## src/common/e1o_params.svh

```systemverilog
`ifndef E1O_PARAMS_SVH
`define E1O_PARAMS_SVH

// Control-stream channel numbers and line timeslots.
`define E1O_CH_SIG_LAST 5'h0f
`define E1O_CH_FAS      5'h10
`define E1O_CH_NFAS     5'h11
`define E1O_CH_THIRD_CONTROL_WORD     5'h12
`define E1O_TS_ALIGN    5'h00
`define E1O_TS_SIG      5'h10

// Third control word bit positions.
`define E1O_M3_RSVD  7
`define E1O_M3_MUX   6
`define E1O_M3_LOOP  5
`define E1O_M3_BYP   4
`define E1O_M3_MAINT 3
`define E1O_M3_CRC   2
`define E1O_M3_DG    1
`define E1O_M3_FORCE_REFRAME  0

// Multiframe positions and fixed overhead patterns.
`define E1O_FR_SI1    4'hd
`define E1O_FR_SI2    4'hf
`define E1O_FR_MF0    4'h0
`define E1O_MFA_PAT   6'h0b
`define E1O_MFA_TOP   3'h5
`define E1O_TS16_F0   8'h0b
`define E1O_LAST_BIT  3'h7

// Controller reset values for the outgoing channels.
`define E1O_SIG_RST   8'hdd
`define E1O_FAS_RST   8'h9b
`define E1O_NFAS_RST  8'hdf
`define E1O_THIRD_CONTROL_WORD_RST  8'h00
`define E1O_ABCD_FILL 4'hd
`define E1O_IDLE_CH   8'hff

// Controller register map and timing.
`define E1O_ADDR_STATUS 5'h1f
`define E1O_HOLD_FRAMES 2'h2
`define E1O_BIT_DIV     24

// Clock and maintenance timing.
`define E1O_CLK_HZ    50000000
`define E1O_MAINT_MS  8
`define E1O_MS_PER_S  1000
`define E1O_ERR_LIMIT 914

`endif

```

## src/common/e1o_pkg.sv

```systemverilog
package e1o_pkg;
  typedef logic [7:0] e1o_byte_t;
  typedef logic [4:0] e1o_addr_t;
  typedef logic [3:0] e1o_frame_t;
  typedef enum logic {E1O_FAS_FRAME, E1O_NFAS_FRAME} e1o_kind_t;
endpackage : e1o_pkg

```

## src/common/e1o_ctl_if.sv

```systemverilog
`timescale 1ns/100ps
interface e1o_ctl_if;
  logic bit_en;
  logic frame_pulse;
  logic ctl_bit;
  logic data_bit;
  logic data_ret;

  // Controller drives the serial bus timing and both input streams.
  modport host (
    output bit_en,
    output frame_pulse,
    output ctl_bit,
    output data_bit,
    input  data_ret
  );

  // Framer samples the bus and returns the serial output stream.
  modport device (
    input  bit_en,
    input  frame_pulse,
    input  ctl_bit,
    input  data_bit,
    output data_ret
  );
endinterface : e1o_ctl_if

```

## src/design/e1o_framer.sv

```systemverilog
// Added by the designer: the register offsets and the plain strobed port.
`timescale 1ns/100ps
// Overview of operation
// - Channel N high nibble to TS16 bits 1-4
// - Channel N low nibble to TS16 bits 5-8
// - Controller fills unused BCD with 101
// - Controller never sends high ABCD nibble 0000
// - FAS bit 1 from channel 16 unless CRC
// - Channel 16 bits 6-0 fill FAS bits 2-8
// - Controller loads alignment pattern 0011011
// - NFAS bit 1 depends on CRC and mux
// - NFAS bit 2 from channel 17 bit 6
// - NFAS bit 3 carries remote alarm
// - NFAS bits 4-8 carry national bits
// - Controller keeps control bit 7 zero
// - Mux puts sub-multiframe results in spare bits
// - Remote loop sends rx tip/ring out
// - Control bit 4 bypasses HDB3 substitution
// - Maintenance reframes on 8 ms timeout
// - Maintenance reframes above 914 errors/second
// - Control bit 2 enables transmit CRC
// - Digital loop returns serial input
// - Forced reframe only on falling control bit 0
// - Controller holds reframe high two frames
// - Control word arrives in channel 18
`include "e1o_params.svh"
module e1o_framer #(
  parameter int MAINT_WAIT_CYC = (`E1O_CLK_HZ / `E1O_MS_PER_S) * `E1O_MAINT_MS,
  parameter int SECOND_CYC     = `E1O_CLK_HZ
) (
  // Clock and reset.
  input  wire logic       ref_clk_in,
  input  wire logic       nrst_in,
  // Serial control bus.
  e1o_ctl_if.device       ifc,
  // Line receive side and receiver status.
  input  wire logic       rx_tip_in,
  input  wire logic       rx_ring_in,
  input  wire logic       rx_data_in,
  input  wire logic       frame_sync_in,
  input  wire logic       crc_mf_sync_in,
  input  wire logic       crc_err_in,
  input  wire logic       smf1_result_in,
  input  wire logic       smf2_result_in,
  // Line transmit side and status.
  output logic            line_out_a_out,
  output logic            line_out_b_out,
  output logic            reframe_out,
  output e1o_pkg::e1o_byte_t third_control_word_out
);
  import e1o_pkg::*;

  // Fixed overhead patterns held as named constants so single bits can be picked out.
  localparam logic [5:0] MFA_PAT = `E1O_MFA_PAT;
  localparam logic [7:0] TS16_F0 = `E1O_TS16_F0;

  e1o_byte_t  sig_mem [16];
  e1o_byte_t  fas_reg;
  e1o_byte_t  nfas_reg;
  e1o_byte_t  third_control_word_reg;
  e1o_byte_t  shift_reg;
  e1o_byte_t  shift_next;
  e1o_byte_t  cnt_reg;
  e1o_byte_t  cnt_cur;
  e1o_frame_t mf_reg;
  e1o_frame_t mf_cur;
  e1o_kind_t  kind;
  logic [4:0] ts;
  logic [2:0] bp;
  logic [2:0] bsel;
  logic [3:0] crc_reg;
  logic [3:0] crc_res_reg;
  logic       line_bit;
  logic       cbit;
  logic [3:0] d_reg;
  logic [3:0] d_next;
  logic [3:0] v_reg;
  logic [3:0] v_next;
  logic       pol_reg;
  logic       par_reg;
  logic       pol_now;
  logic       par_after;
  logic       force_reframe_prev_reg;
  logic [31:0] wait_cnt_reg;
  logic [31:0] sec_cnt_reg;
  logic [15:0] err_cnt_reg;
  logic       maint_fire;
  logic       err_fire;
  logic       force_reframe_fall;

  // One CRC-4 step, polynomial x^4 + x + 1, message shifted in MSB first.
  function automatic logic [3:0] crc4_step(input logic [3:0] c, input logic b);
    logic fb;
    fb = c[3] ^ b;
    crc4_step = {c[2:0], 1'b0} ^ (fb ? 4'h3 : 4'h0);
  endfunction : crc4_step

  // Bus position of the bit being handled now; the frame pulse marks bit 0.
  always_comb begin
    mf_cur = ifc.frame_pulse ? mf_reg + 4'h1 : mf_reg;
    cnt_cur = ifc.frame_pulse ? 8'h00 : cnt_reg + 8'h01;
    ts = cnt_cur[7:3];
    bp = cnt_cur[2:0];
    bsel = `E1O_LAST_BIT - bp;
    shift_next = {shift_reg[6:0], ifc.ctl_bit};
    kind = mf_cur[0] ? E1O_NFAS_FRAME : E1O_FAS_FRAME;
  end

  // Bus and multiframe counters advance on each bit strobe.
  always_ff @(posedge ref_clk_in or negedge nrst_in) begin
    if (!nrst_in) begin
      cnt_reg <= 8'h00;
      mf_reg <= 4'h0;
      shift_reg <= 8'h00;
    end else if (ifc.bit_en) begin
      cnt_reg <= cnt_cur;
      mf_reg <= mf_cur;
      shift_reg <= shift_next;
    end
  end

  // Completed control bytes land in the channel store on their last bit.
  always_ff @(posedge ref_clk_in or negedge nrst_in) begin
    if (!nrst_in) begin
      for (int i = 0; i < 16; i++) begin
        sig_mem[i] <= `E1O_SIG_RST;
      end
      fas_reg <= `E1O_FAS_RST;
      nfas_reg <= `E1O_NFAS_RST;
      third_control_word_reg <= `E1O_THIRD_CONTROL_WORD_RST;
    end else if (ifc.bit_en && bp == `E1O_LAST_BIT) begin
      if (ts != 5'h00 && ts <= `E1O_CH_SIG_LAST) begin
        sig_mem[ts[3:0]] <= shift_next;
      end
      if (ts == `E1O_CH_FAS) begin
        fas_reg <= shift_next;
      end
      if (ts == `E1O_CH_NFAS) begin
        nfas_reg <= shift_next;
      end
      if (ts == `E1O_CH_THIRD_CONTROL_WORD) begin
        third_control_word_reg <= shift_next;
      end
    end
  end

  // Line bit selection for timeslot 0, timeslot 16 and payload.
  always_comb begin
    line_bit = ifc.data_bit;
    cbit = 1'b0;
    if (ts == `E1O_TS_ALIGN) begin
      if (kind == E1O_FAS_FRAME) begin
        if (bp == 3'h0) begin
          if (third_control_word_reg[`E1O_M3_CRC]) begin
            line_bit = crc_res_reg[2'h3 - mf_cur[2:1]];
            cbit = 1'b1;
          end else begin
            line_bit = fas_reg[7];
          end
        end else begin
          line_bit = fas_reg[bsel];
        end
      end else if (bp == 3'h0) begin
        if (!third_control_word_reg[`E1O_M3_CRC]) begin
          line_bit = nfas_reg[7];
        end else if (mf_cur == `E1O_FR_SI1 || mf_cur == `E1O_FR_SI2) begin
          if (third_control_word_reg[`E1O_M3_MUX]) begin
            line_bit = (mf_cur == `E1O_FR_SI1) ? smf1_result_in : smf2_result_in;
          end else begin
            line_bit = nfas_reg[7];
          end
        end else begin
          line_bit = MFA_PAT[`E1O_MFA_TOP - mf_cur[3:1]];
        end
      end else begin
        line_bit = nfas_reg[bsel];
      end
    end else if (ts == `E1O_TS_SIG) begin
      if (mf_cur == `E1O_FR_MF0) begin
        line_bit = TS16_F0[bsel];
      end else begin
        line_bit = sig_mem[mf_cur][bsel];
      end
    end
  end

  // CRC over each sub-multiframe; C bits count as zero, result used next time.
  always_ff @(posedge ref_clk_in or negedge nrst_in) begin
    if (!nrst_in) begin
      crc_reg <= 4'h0;
      crc_res_reg <= 4'h0;
    end else if (ifc.bit_en) begin
      if (ifc.frame_pulse && mf_cur[2:0] == 3'h0) begin
        crc_res_reg <= crc_reg;
        crc_reg <= crc4_step(4'h0, line_bit & ~cbit);
      end else begin
        crc_reg <= crc4_step(crc_reg, line_bit & ~cbit);
      end
    end
  end

  // HDB3 look-ahead: four bits of delay let a B pulse go in before the zeros.
  always_comb begin
    pol_now = v_reg[3] ? pol_reg : ~pol_reg;
    par_after = d_reg[3] ? (v_reg[3] ? 1'b0 : ~par_reg) : par_reg;
    d_next = {d_reg[2:0], line_bit};
    v_next = {v_reg[2:0], 1'b0};
    if (!third_control_word_reg[`E1O_M3_BYP] && !line_bit && d_reg[2:0] == 3'h0) begin
      d_next[0] = 1'b1;
      v_next[0] = 1'b1;
      d_next[3] = ~par_after;
    end
  end

  // Delay line and pulse polarity state.
  always_ff @(posedge ref_clk_in or negedge nrst_in) begin
    if (!nrst_in) begin
      d_reg <= 4'h0;
      v_reg <= 4'h0;
      pol_reg <= 1'b0;
      par_reg <= 1'b0;
    end else if (ifc.bit_en) begin
      d_reg <= d_next;
      v_reg <= v_next;
      par_reg <= par_after;
      if (d_reg[3]) begin
        pol_reg <= pol_now;
      end
    end
  end

  // Line outputs; the remote loop follows the receive pins every clock.
  always_ff @(posedge ref_clk_in or negedge nrst_in) begin
    if (!nrst_in) begin
      line_out_a_out <= 1'b0;
      line_out_b_out <= 1'b0;
    end else if (third_control_word_reg[`E1O_M3_LOOP]) begin
      line_out_a_out <= rx_tip_in;
      line_out_b_out <= rx_ring_in;
    end else if (ifc.bit_en) begin
      line_out_a_out <= d_reg[3] & pol_now;
      line_out_b_out <= d_reg[3] & ~pol_now;
    end
  end

  // Serial output stream, replaced by the serial input in digital loop.
  always_ff @(posedge ref_clk_in or negedge nrst_in) begin
    if (!nrst_in) begin
      ifc.data_ret <= 1'b0;
    end else if (ifc.bit_en) begin
      ifc.data_ret <= third_control_word_reg[`E1O_M3_DG] ? ifc.data_bit : rx_data_in;
    end
  end

  // Maintenance timers; receive CRC checking elsewhere never depends on bit 2.
  always_comb begin
    maint_fire = third_control_word_reg[`E1O_M3_MAINT] && wait_cnt_reg >= 32'(MAINT_WAIT_CYC - 1);
    err_fire = third_control_word_reg[`E1O_M3_MAINT] && err_cnt_reg > 16'(`E1O_ERR_LIMIT);
    force_reframe_fall = force_reframe_prev_reg & ~third_control_word_reg[`E1O_M3_FORCE_REFRAME];
  end

  // Wait for CRC multiframe sync after frame sync.
  always_ff @(posedge ref_clk_in or negedge nrst_in) begin
    if (!nrst_in) begin
      wait_cnt_reg <= 32'h0;
    end else if (!third_control_word_reg[`E1O_M3_MAINT] || !frame_sync_in || crc_mf_sync_in || maint_fire) begin
      wait_cnt_reg <= 32'h0;
    end else begin
      wait_cnt_reg <= wait_cnt_reg + 32'h1;
    end
  end

  // One-second window for CRC errors; an error on the boundary starts the next count.
  always_ff @(posedge ref_clk_in or negedge nrst_in) begin
    if (!nrst_in) begin
      sec_cnt_reg <= 32'h0;
      err_cnt_reg <= 16'h0;
    end else begin
      if (sec_cnt_reg >= 32'(SECOND_CYC - 1) || err_fire) begin
        sec_cnt_reg <= (sec_cnt_reg >= 32'(SECOND_CYC - 1)) ? 32'h0 : sec_cnt_reg + 32'h1;
        err_cnt_reg <= {15'h0, crc_err_in};
      end else begin
        sec_cnt_reg <= sec_cnt_reg + 32'h1;
        err_cnt_reg <= err_cnt_reg + {15'h0, crc_err_in & ~&err_cnt_reg};
      end
    end
  end

  // Reframe pulse and visible control word.
  always_ff @(posedge ref_clk_in or negedge nrst_in) begin
    if (!nrst_in) begin
      force_reframe_prev_reg <= 1'b0;
      reframe_out <= 1'b0;
      third_control_word_out <= `E1O_THIRD_CONTROL_WORD_RST;
    end else begin
      force_reframe_prev_reg <= third_control_word_reg[`E1O_M3_FORCE_REFRAME];
      reframe_out <= force_reframe_fall | maint_fire | err_fire;
      third_control_word_out <= third_control_word_reg;
    end
  end
endmodule : e1o_framer

```

## src/flat_wrapper.sv

```systemverilog
// flat-port wrapper written by rule: the top's interface ports become plain ports
module e1o_framer_flat import e1o_pkg::*;
#(
  parameter int MAINT_WAIT_CYC = (`E1O_CLK_HZ / `E1O_MS_PER_S) * `E1O_MAINT_MS,
  parameter int SECOND_CYC     = `E1O_CLK_HZ
)
  (ref_clk_in, nrst_in, rx_tip_in, rx_ring_in, rx_data_in, frame_sync_in, crc_mf_sync_in, crc_err_in, smf1_result_in, smf2_result_in, line_out_a_out, line_out_b_out, reframe_out, third_control_word_out, ifc_bit_en, ifc_frame_pulse, ifc_ctl_bit, ifc_data_bit, ifc_data_ret);
  e1o_ctl_if ifc_i ();
  input  wire logic ref_clk_in;
  input  wire logic nrst_in;
  input  wire logic rx_tip_in;
  input  wire logic rx_ring_in;
  input  wire logic rx_data_in;
  input  wire logic frame_sync_in;
  input  wire logic crc_mf_sync_in;
  input  wire logic crc_err_in;
  input  wire logic smf1_result_in;
  input  wire logic smf2_result_in;
  output logic line_out_a_out;
  output logic line_out_b_out;
  output logic reframe_out;
  output e1o_pkg::e1o_byte_t third_control_word_out;
  input wire logic [$bits(ifc_i.bit_en)-1:0] ifc_bit_en;
  input wire logic [$bits(ifc_i.frame_pulse)-1:0] ifc_frame_pulse;
  input wire logic [$bits(ifc_i.ctl_bit)-1:0] ifc_ctl_bit;
  input wire logic [$bits(ifc_i.data_bit)-1:0] ifc_data_bit;
  output wire logic [$bits(ifc_i.data_ret)-1:0] ifc_data_ret;
  assign ifc_i.bit_en = ifc_bit_en;
  assign ifc_i.frame_pulse = ifc_frame_pulse;
  assign ifc_i.ctl_bit = ifc_ctl_bit;
  assign ifc_i.data_bit = ifc_data_bit;
  assign ifc_data_ret = ifc_i.data_ret;
  e1o_framer #(.MAINT_WAIT_CYC(MAINT_WAIT_CYC), .SECOND_CYC(SECOND_CYC)) u_core (.ref_clk_in(ref_clk_in), .nrst_in(nrst_in), .ifc(ifc_i), .rx_tip_in(rx_tip_in), .rx_ring_in(rx_ring_in), .rx_data_in(rx_data_in), .frame_sync_in(frame_sync_in), .crc_mf_sync_in(crc_mf_sync_in), .crc_err_in(crc_err_in), .smf1_result_in(smf1_result_in), .smf2_result_in(smf2_result_in), .line_out_a_out(line_out_a_out), .line_out_b_out(line_out_b_out), .reframe_out(reframe_out), .third_control_word_out(third_control_word_out));
endmodule
```

## config.mk

```make
export PLATFORM = sky130hd
export DESIGN_NAME = e1o_framer_flat
export DESIGN_NICKNAME = d
export VERILOG_FILES = /design/src/common/e1o_pkg.sv /design/src/common/e1o_ctl_if.sv /design/src/design/e1o_framer.sv /design/src/flat_wrapper.sv
export VERILOG_INCLUDE_DIRS = /design/src /design/src/common
export SDC_FILE = /design/constraint.sdc
export NUM_CORES = 1
export LEC_CHECK = 0
export BUFFER_PORTS_ARGS = -buffer_cell sky130_fd_sc_hd__buf_4
export CAP_MARGIN = 15
export CORE_UTILIZATION = 30
export CTS_CLUSTER_SIZE = 8
export DETAILED_ROUTE_END_ITERATION = 12
export PLACE_DENSITY_LB_ADDON = 0.2
export SKIP_LAST_GASP = 1
export SYNTH_ARGS = -nofsm -noshare
export SYNTH_HDL_FRONTEND = slang
export SYNTH_SLANG_ARGS = --single-unit
```

## constraint.sdc

```tcl
create_clock -name ref_clk_in -period 4.12 [get_ports ref_clk_in]
set_clock_uncertainty 0.1 [all_clocks]
set_input_delay 0.206 -clock ref_clk_in [delete_from_list [all_inputs] [get_ports ref_clk_in]]
set_output_delay 0.206 -clock ref_clk_in [all_outputs]
set_load 0.02 [all_outputs]
```

# Word-level counts from Yosys, hierarchy flattened
# Memory sizes are Yosys's and may differ from the RTL's.
# Cells that the tools add are included.
[op_classes]
n_addsub = 8
magnitude_cmp = 10
eq_ne = 6
muxes = 52
bitwise = 17
reduce_logical = 32
[op_table]
columns = ["cell", "n"]
rows = [
  ["bitwise mux 128 bit", 1],
  ["2-to-1 mux 32 bit", 3],
  ["adder 32 x 1 -> 32 bit (second input constant)", 2],
  ["2-to-1 mux 1 bit", 33],
  ["binary-select mux 8 bit (select 4 bit)", 1],
  ["demux 8 bit (select 4 bit)", 1],
  [">= comparator 32 x 19 -> 1 bit (second input constant)", 1],
  [">= comparator 32 x 26 -> 1 bit (second input constant)", 1],
  ["2-to-1 mux 8 bit", 4],
  ["adder 16 x 1 -> 16 bit", 1],
  ["> comparator 16 x 10 -> 1 bit (second input constant)", 1],
  ["2-to-1 mux 16 bit", 1],
  ["AND reduction 16 bit", 1],
  ["== test 5 bit (second input constant)", 3],
  ["AND reduction 2 bit", 6],
  [">= comparator 5 bit (second input constant)", 2],
  ["inverter 4 -> 5 bit", 2],
  ["binary-select mux 1 bit (select 3 bit)", 3],
  ["logical NOT 3 bit", 3],
  ["adder 8 x 1 -> 8 bit (second input constant)", 1],
  ["== test 4 bit (second input constant)", 2],
  ["logical AND 1 bit", 8],
  ["< comparator 3 x 4 -> 1 bit (second input constant)", 2],
  ["2-to-1 mux 4 bit", 2],
  ["20 further kinds", 40],
]
[word_totals]
reg_bits = 282
rom_bits = 16
input_bits = 14
word_cells = 164
mem_count = 2
[mem_list]
columns = ["memory", "words", "width", "read_ports", "rd_ports_with_merged_regs", "wr", "line_no", "rtl"]
rows = [
  ["(no name shown)", 8, 1, 1, 0, 0, "e1o_framer.sv:180", "line_bit = TS16_F0[bsel];"],
  ["(no name shown)", 8, 1, 1, 0, 0, "e1o_framer.sv:173", "line_bit = MFA_PAT[`E1O_MFA_TOP - mf_cur[3:1]];"],
]

# Depth between registers and ports, before layout
[depth]
word_depth = 16
ltp_mapped = 12
depth_no_buf = 11

# Least setup slack after synthesis
# Ideal clock, no wire load.
[synth_timing]
path_type = "reg2reg"
from = "register u_core.cnt_reg[0]"
to = "register u_core.crc_reg[1]"
setup_ps = 126
arrival_time_ps = 2916
required_ps = 3894
path_slack_ps = 977
path_stages_with_launch = 11
cell_sequence = "dfrtp_1 > ha_1 > buf_2 > mux4_2 > or2_0 > a32o_1 > a31oi_1 > nor3_1 > or4b_2 > mux2i_1 > o41ai_2"
[synth_between]
elab_chain_len = 13
[synth_lines]
columns = ["element", "line_no", "rtl"]
rows = [
  ["start: declaration", "e1o_framer.sv:63", "e1o_byte_t cnt_reg;"],
  ["start signal: assignment", "e1o_framer.sv:116", "cnt_reg <= cnt_cur;"],
  ["adder 8 x 1 -> 8 bit (*)", "e1o_framer.sv:101", "cnt_cur = ifc.frame_pulse ? 8'h00 : cnt_reg + 8'h01;"],
  ["2-to-1 mux 8 bit (*)", "e1o_framer.sv:101", ""],
  ["subtractor 3 bit (no source line)", "-", ""],
  ["memory read (8 x 1 bit) (tied with other cells)", "-", ""],
  ["2-to-1 mux 1 bit, on equally long branches", "-", ""],
  ["2-to-1 mux 1 bit, on equally long branches", "e1o_framer.sv:179, e1o_framer.sv:153, e1o_framer.sv:163", ""],
  ["2-to-1 mux 1 bit, on equally long branches", "e1o_framer.sv:178, e1o_framer.sv:152", ""],
  ["2-to-1 mux 1 bit", "e1o_framer.sv:151", "if (ts == `E1O_TS_ALIGN) begin"],
  ["AND 1 bit (*)", "e1o_framer.sv:195, e1o_framer.sv:197", ""],
  ["XOR 1 bit", "e1o_framer.sv:94", "fb = c[3] ^ b;"],
  ["2-to-1 mux 2 bit", "e1o_framer.sv:95", "crc4_step = {c[2:0], 1'b0} ^ (fb ? 4'h3 : 4'h0);"],
  ["XOR 4 bit", "e1o_framer.sv:95", ""],
  ["2-to-1 mux 4 bit (*)", "e1o_framer.sv:193", "if (ifc.frame_pulse && mf_cur[2:0] == 3'h0) begin"],
  ["end signal: assignment", "e1o_framer.sv:195", "crc_reg <= crc4_step(4'h0, line_bit & ~cbit);"],
  ["end signal: assignment", "e1o_framer.sv:197", "crc_reg <= crc4_step(crc_reg, line_bit & ~cbit);"],
  ["end: declaration", "e1o_framer.sv:71", "logic [3:0] crc_reg;"],
]
# Every way passes the cells marked *; elsewhere a longest branch is shown, timed or not. The select of a mux whose other input is x is not followed.
# A chain may end at the register's enable or synchronous reset.

# Final worst setup path
[layout_timing]
from = "register u_core.cnt_reg[1]"
to = "register u_core.d_reg[3]"
[layout_between]
elab_chain_len = 12
[layout_lines]
columns = ["element", "line_no", "rtl"]
rows = [
  ["adder 8 x 1 -> 8 bit (*)", "e1o_framer.sv:101", ""],
  ["2-to-1 mux 8 bit (*)", "e1o_framer.sv:101", ""],
  ["subtractor 3 bit (no source line)", "-", ""],
  ["memory read (8 x 1 bit) (tied with other cells)", "-", ""],
  ["2-to-1 mux 1 bit, on equally long branches", "-", ""],
  ["2-to-1 mux 1 bit, on equally long branches", "e1o_framer.sv:179, e1o_framer.sv:153, e1o_framer.sv:163", ""],
  ["2-to-1 mux 1 bit, on equally long branches", "e1o_framer.sv:178, e1o_framer.sv:152", ""],
  ["2-to-1 mux 1 bit (*)", "e1o_framer.sv:151", ""],
  ["logical NOT 1 bit (*)", "e1o_framer.sv:208", "if (!third_control_word_reg[`E1O_M3_BYP] && !line_bit && d_reg[2:0] == 3'h0) begin"],
  ["logical AND 1 bit (*) (2 in a row)", "e1o_framer.sv:208", ""],
  ["2-to-1 mux 1 bit (*)", "e1o_framer.sv:208", ""],
  ["end signal: assignment", "e1o_framer.sv:223", "d_reg <= d_next;"],
  ["end: declaration", "e1o_framer.sv:75", "logic [3:0] d_reg;"],
]
# Marks and branches as above.

==> results by group <==
Clocking
  • Post-cts sizing count: 0
  • Clock Latency Late Sink: 0.54 ns
  • Total clock sinks: 281
  • CTS tree: done
  • Cts hold-fix bufs: 6
  • Clk pin slew, worst setup/hold paths: 0.05 ns
  • Post-CTS Setup Repair Bufs: 0
  • H-tree depth: 2
  • Total CTS buffers: 41
  • Root buffer cell: clkbuf_16
  • Longest Clk Path Bufs: 3

STA
  • RSZ-0062 raised after global routing: no
  • Hold Violations, Final: 0
  • Fmax: 0.285 GHz
  • Setup violators final: 0
  • Min Tclk post-route: 3.50 ns
  • Actual slew at the worst max-slew pin: 1.12 ns
  • Max Slew Vio Count: 0
  • Post-Route Setup TNS: 0 ns
  • Relative slew slack: 25.5%
  • Final period utilization: 85.1%

Finish
  • Area Overhead vs Synth: 15.9%
  • Finished Cell Area: 0.0156 mm^2
  • Max reg flops: 128
  • N_diodes: 0
  • Fillers: 4349
  • Fraction of layout cells with a size suffix above 1: 38.0%
  • Final net count: 1128

Detailed routing
  • Vias per cell: 4.88
  • Top Layer Used: met4
  • Via count: 8441
  • Drt pass-1 iters: 5
  • Routed wire per std cell: 18.6 um
  • M1 WL: 15800 um
  • Routed wire length: 32300 um
  • Final ANT Viol Nets: 0
  • Met2 wire length: 14600 um
  • DRC: 0
  • Met3 WL: 1160 um
  • DRT iter0 DRCs: 596

Worst setup path
  • R2R cell count: 9
  • Worst EP arrival: 3.84 ns
  • Worst Setup End Kind: register
  • CP Class: reg2reg
  • Maximum fanout along the worst path: 10
  • Reg2reg start: u_core.cnt_reg[1]
  • RR Endpoint: u_core.d_reg[3]
  • Critical Path Sink: u_core.d_reg[3]
  • CP Data Required Time: 4.46 ns
  • Startpoint Class: register
  • Launch point of the worst path: u_core.cnt_reg[1]
  • R2R setup slack: 0.62 ns

Power
  • Int Pwr: 5450 uW
  • Combinational group share of total power: 19.9%
  • Part of the power in the clock network: 40.0%
  • P_sw: 2420 uW
  • Power Density: 506 mW/mm^2
  • Sw frac: 30.7%
  • VDD IR max: 0.000277 V
  • Seq pwr share: 40.1%
  • Pleak: 0.00643 uW

Place
  • Placed Area: 0.0143 mm^2
  • I/O Buffers: 25
  • Gpl congestion: 0.855
  • Detailed-placement wirelength estimate: 20900 um

Floorplan
  • Num ports: 26
  • Die area: 0.0456 mm^2
  • Die height: 214 um
  • Die W: 214 um
  • Initial Utilization: 30.4%
  • Num rows: 77
  • Core Region: 0.0442 mm^2

Min path
  • Hold depth: 4
  • Hold path start: crc_mf_sync_in
  • Class of the worst hold path: in2reg

Yosys
  • Mapped Avg Cell Area: 12.7 um^2
  • Share of synthesized flip-flops with an asynchronous set or reset: 100%
  • Post-synthesis xor/xnor area fraction: 4.83%
  • Mapped Area: 0.0134 mm^2
  • Compound-Gate Fraction of Synth Area: 5.25%
  • Synth Area in Adders: 0.559%
  • Synth area leader: dfrtp_1
  • Largest family of logic cells by synthesized area: multiplexers
  • Synth area leaders: dfrtp_1 (32%), dfstp_2 (21%), mux2_2 (15%)
  • Synth Register Bits: 281
  • Simple-Gate Fraction of Synth Area: 11.0%
  • Most frequent cell after synthesis: mux2_2
  • Post-synth top area share: 32.3%
  • Synth cell types: 76
  • Post-synthesis sequential area ratio: 53.4%
  • Leading cell types by count after synthesis: mux2_2 (176), dfrtp_1 (173), dfstp_2 (108)
  • Post-Synthesis Cells: 1058
  • EDFF count, synth: 0
  • Ys Warns: 0
  • Post-synth top flop: dfrtp_1
  • Multiplexer area fraction after synthesis: 22.3%

GRT
  • Vias in the first global route: 8625
  • Largest net degree at the start of global routing: 108
  • First-pass GRT wire length: 51500 um
  • Grt ovf: 0
  • Gr usage total: 14.7%
  • Initial antenna violation count: 1

Run
  • Max-cap check violation count: 0

Outcome
  • Status: complete, no violations
==> worst max-delay path, cell delays in order, from the launching register on <==
cell and delay (ns):
dfrtp_1 0.42, ha_1 0.57, mux4_2 0.55, or2_0 0.20
a32o_1 0.26, a31oi_1 0.16, nor3_1 0.08, nor3_1 0.53
o211ai_1 0.22, a311oi_1 0.30
==> cells in the final DEF, fill, tap and decap left out, drive strengths merged, types with 8 or more instances in the layout <==
cell / count
a21oi: 13
and3: 14
buf: 46
clkbuf: 71
conb: 19
dfrtp: 173
dfstp: 108
inv: 14
mux2: 176
mux2i: 13
mux4: 39
nand2: 62
nand3: 33
nand4: 18
nor2: 100
nor2b: 8
nor3: 16
nor4: 10
o21ai: 24
xnor2: 28
xor2: 43
==> power by group through the flow <==
| stage | Combinational, uW | Clock (uW) | Sequential [uW] |
|---|---|---|---|
| after floorplan | 1210 | 0 | 3030 |
| after global placement | 1560 | 0 | 3200 |
| after detailed placement | 1580 | 0 | 3200 |
| after CTS | 1580 | 3260 | 3160 |
| after global routing | 1710 | 3380 | 3180 |
| final | 1570 | 3140 | 3160 |
==> final cells by class <==
cell class / count / area [um^2] / share of cell area (%)
Clock buffer: 71 / 1160 / 7.46
Multi-Input combinational cell: 718 / 5960 / 38.3
Sequential cell: 281 / 7170 / 46.1
Clock inverter: 3 / 45.0 / 0.290
Timing Repair Buffer: 52 / 425 / 2.73
Inverter: 14 / 52.6 / 0.338
Tap cell: 592 / 741 / 4.76
==> metrics by stage <==
step	cells	worst slack [ns]	hold WS, ns	power [uW]	util, %
after floorplan	1076	0.977	-0.190	4240	-
after global placement	1651	0.664	0.247	4770	32.3
after detailed placement	1651	0.607	0.241	4780	32.3
after CTS	1731	0.628	0.0381	7990	35.2
after global routing	1731	0.398	0.0727	8270	35.2
final	1731	0.615	0.0509	7870	35.2
==> how the worst min path moves through the flow <==
stage / to / slack [ns]
floorplan: u_core.cnt_reg[0] / -0.19
global placement: u_core.sec_cnt_reg[11] / 0.25
detailed placement: u_core.sec_cnt_reg[9] / 0.24
CTS: u_core.wait_cnt_reg[1] / 0.04
global route: u_core.third_control_word_reg[0] / 0.07
finish: u_core.wait_cnt_reg[1] / 0.05
==> kinds of logic after synthesis <==
logic type / count (synthesis)
AOI/OAI and AO/OA: 96
xor gates and xnor gates: 71
adders and majority gates: 6
buffers and inverters: 77
DFF: 281
muxes: 228
other: 1
and+or+nand+nor: 298
==> metal layers <==
layer | global-route usage [%] | vias to the layer above
met4 | 4.66 | 0
met1 | 21.1 | 4329
met3 | 2.24 | 48
met2 | 22.7 | 154
li1 | - | 3910
met5 | 0 | -
(Power assumes the default switching activity.)
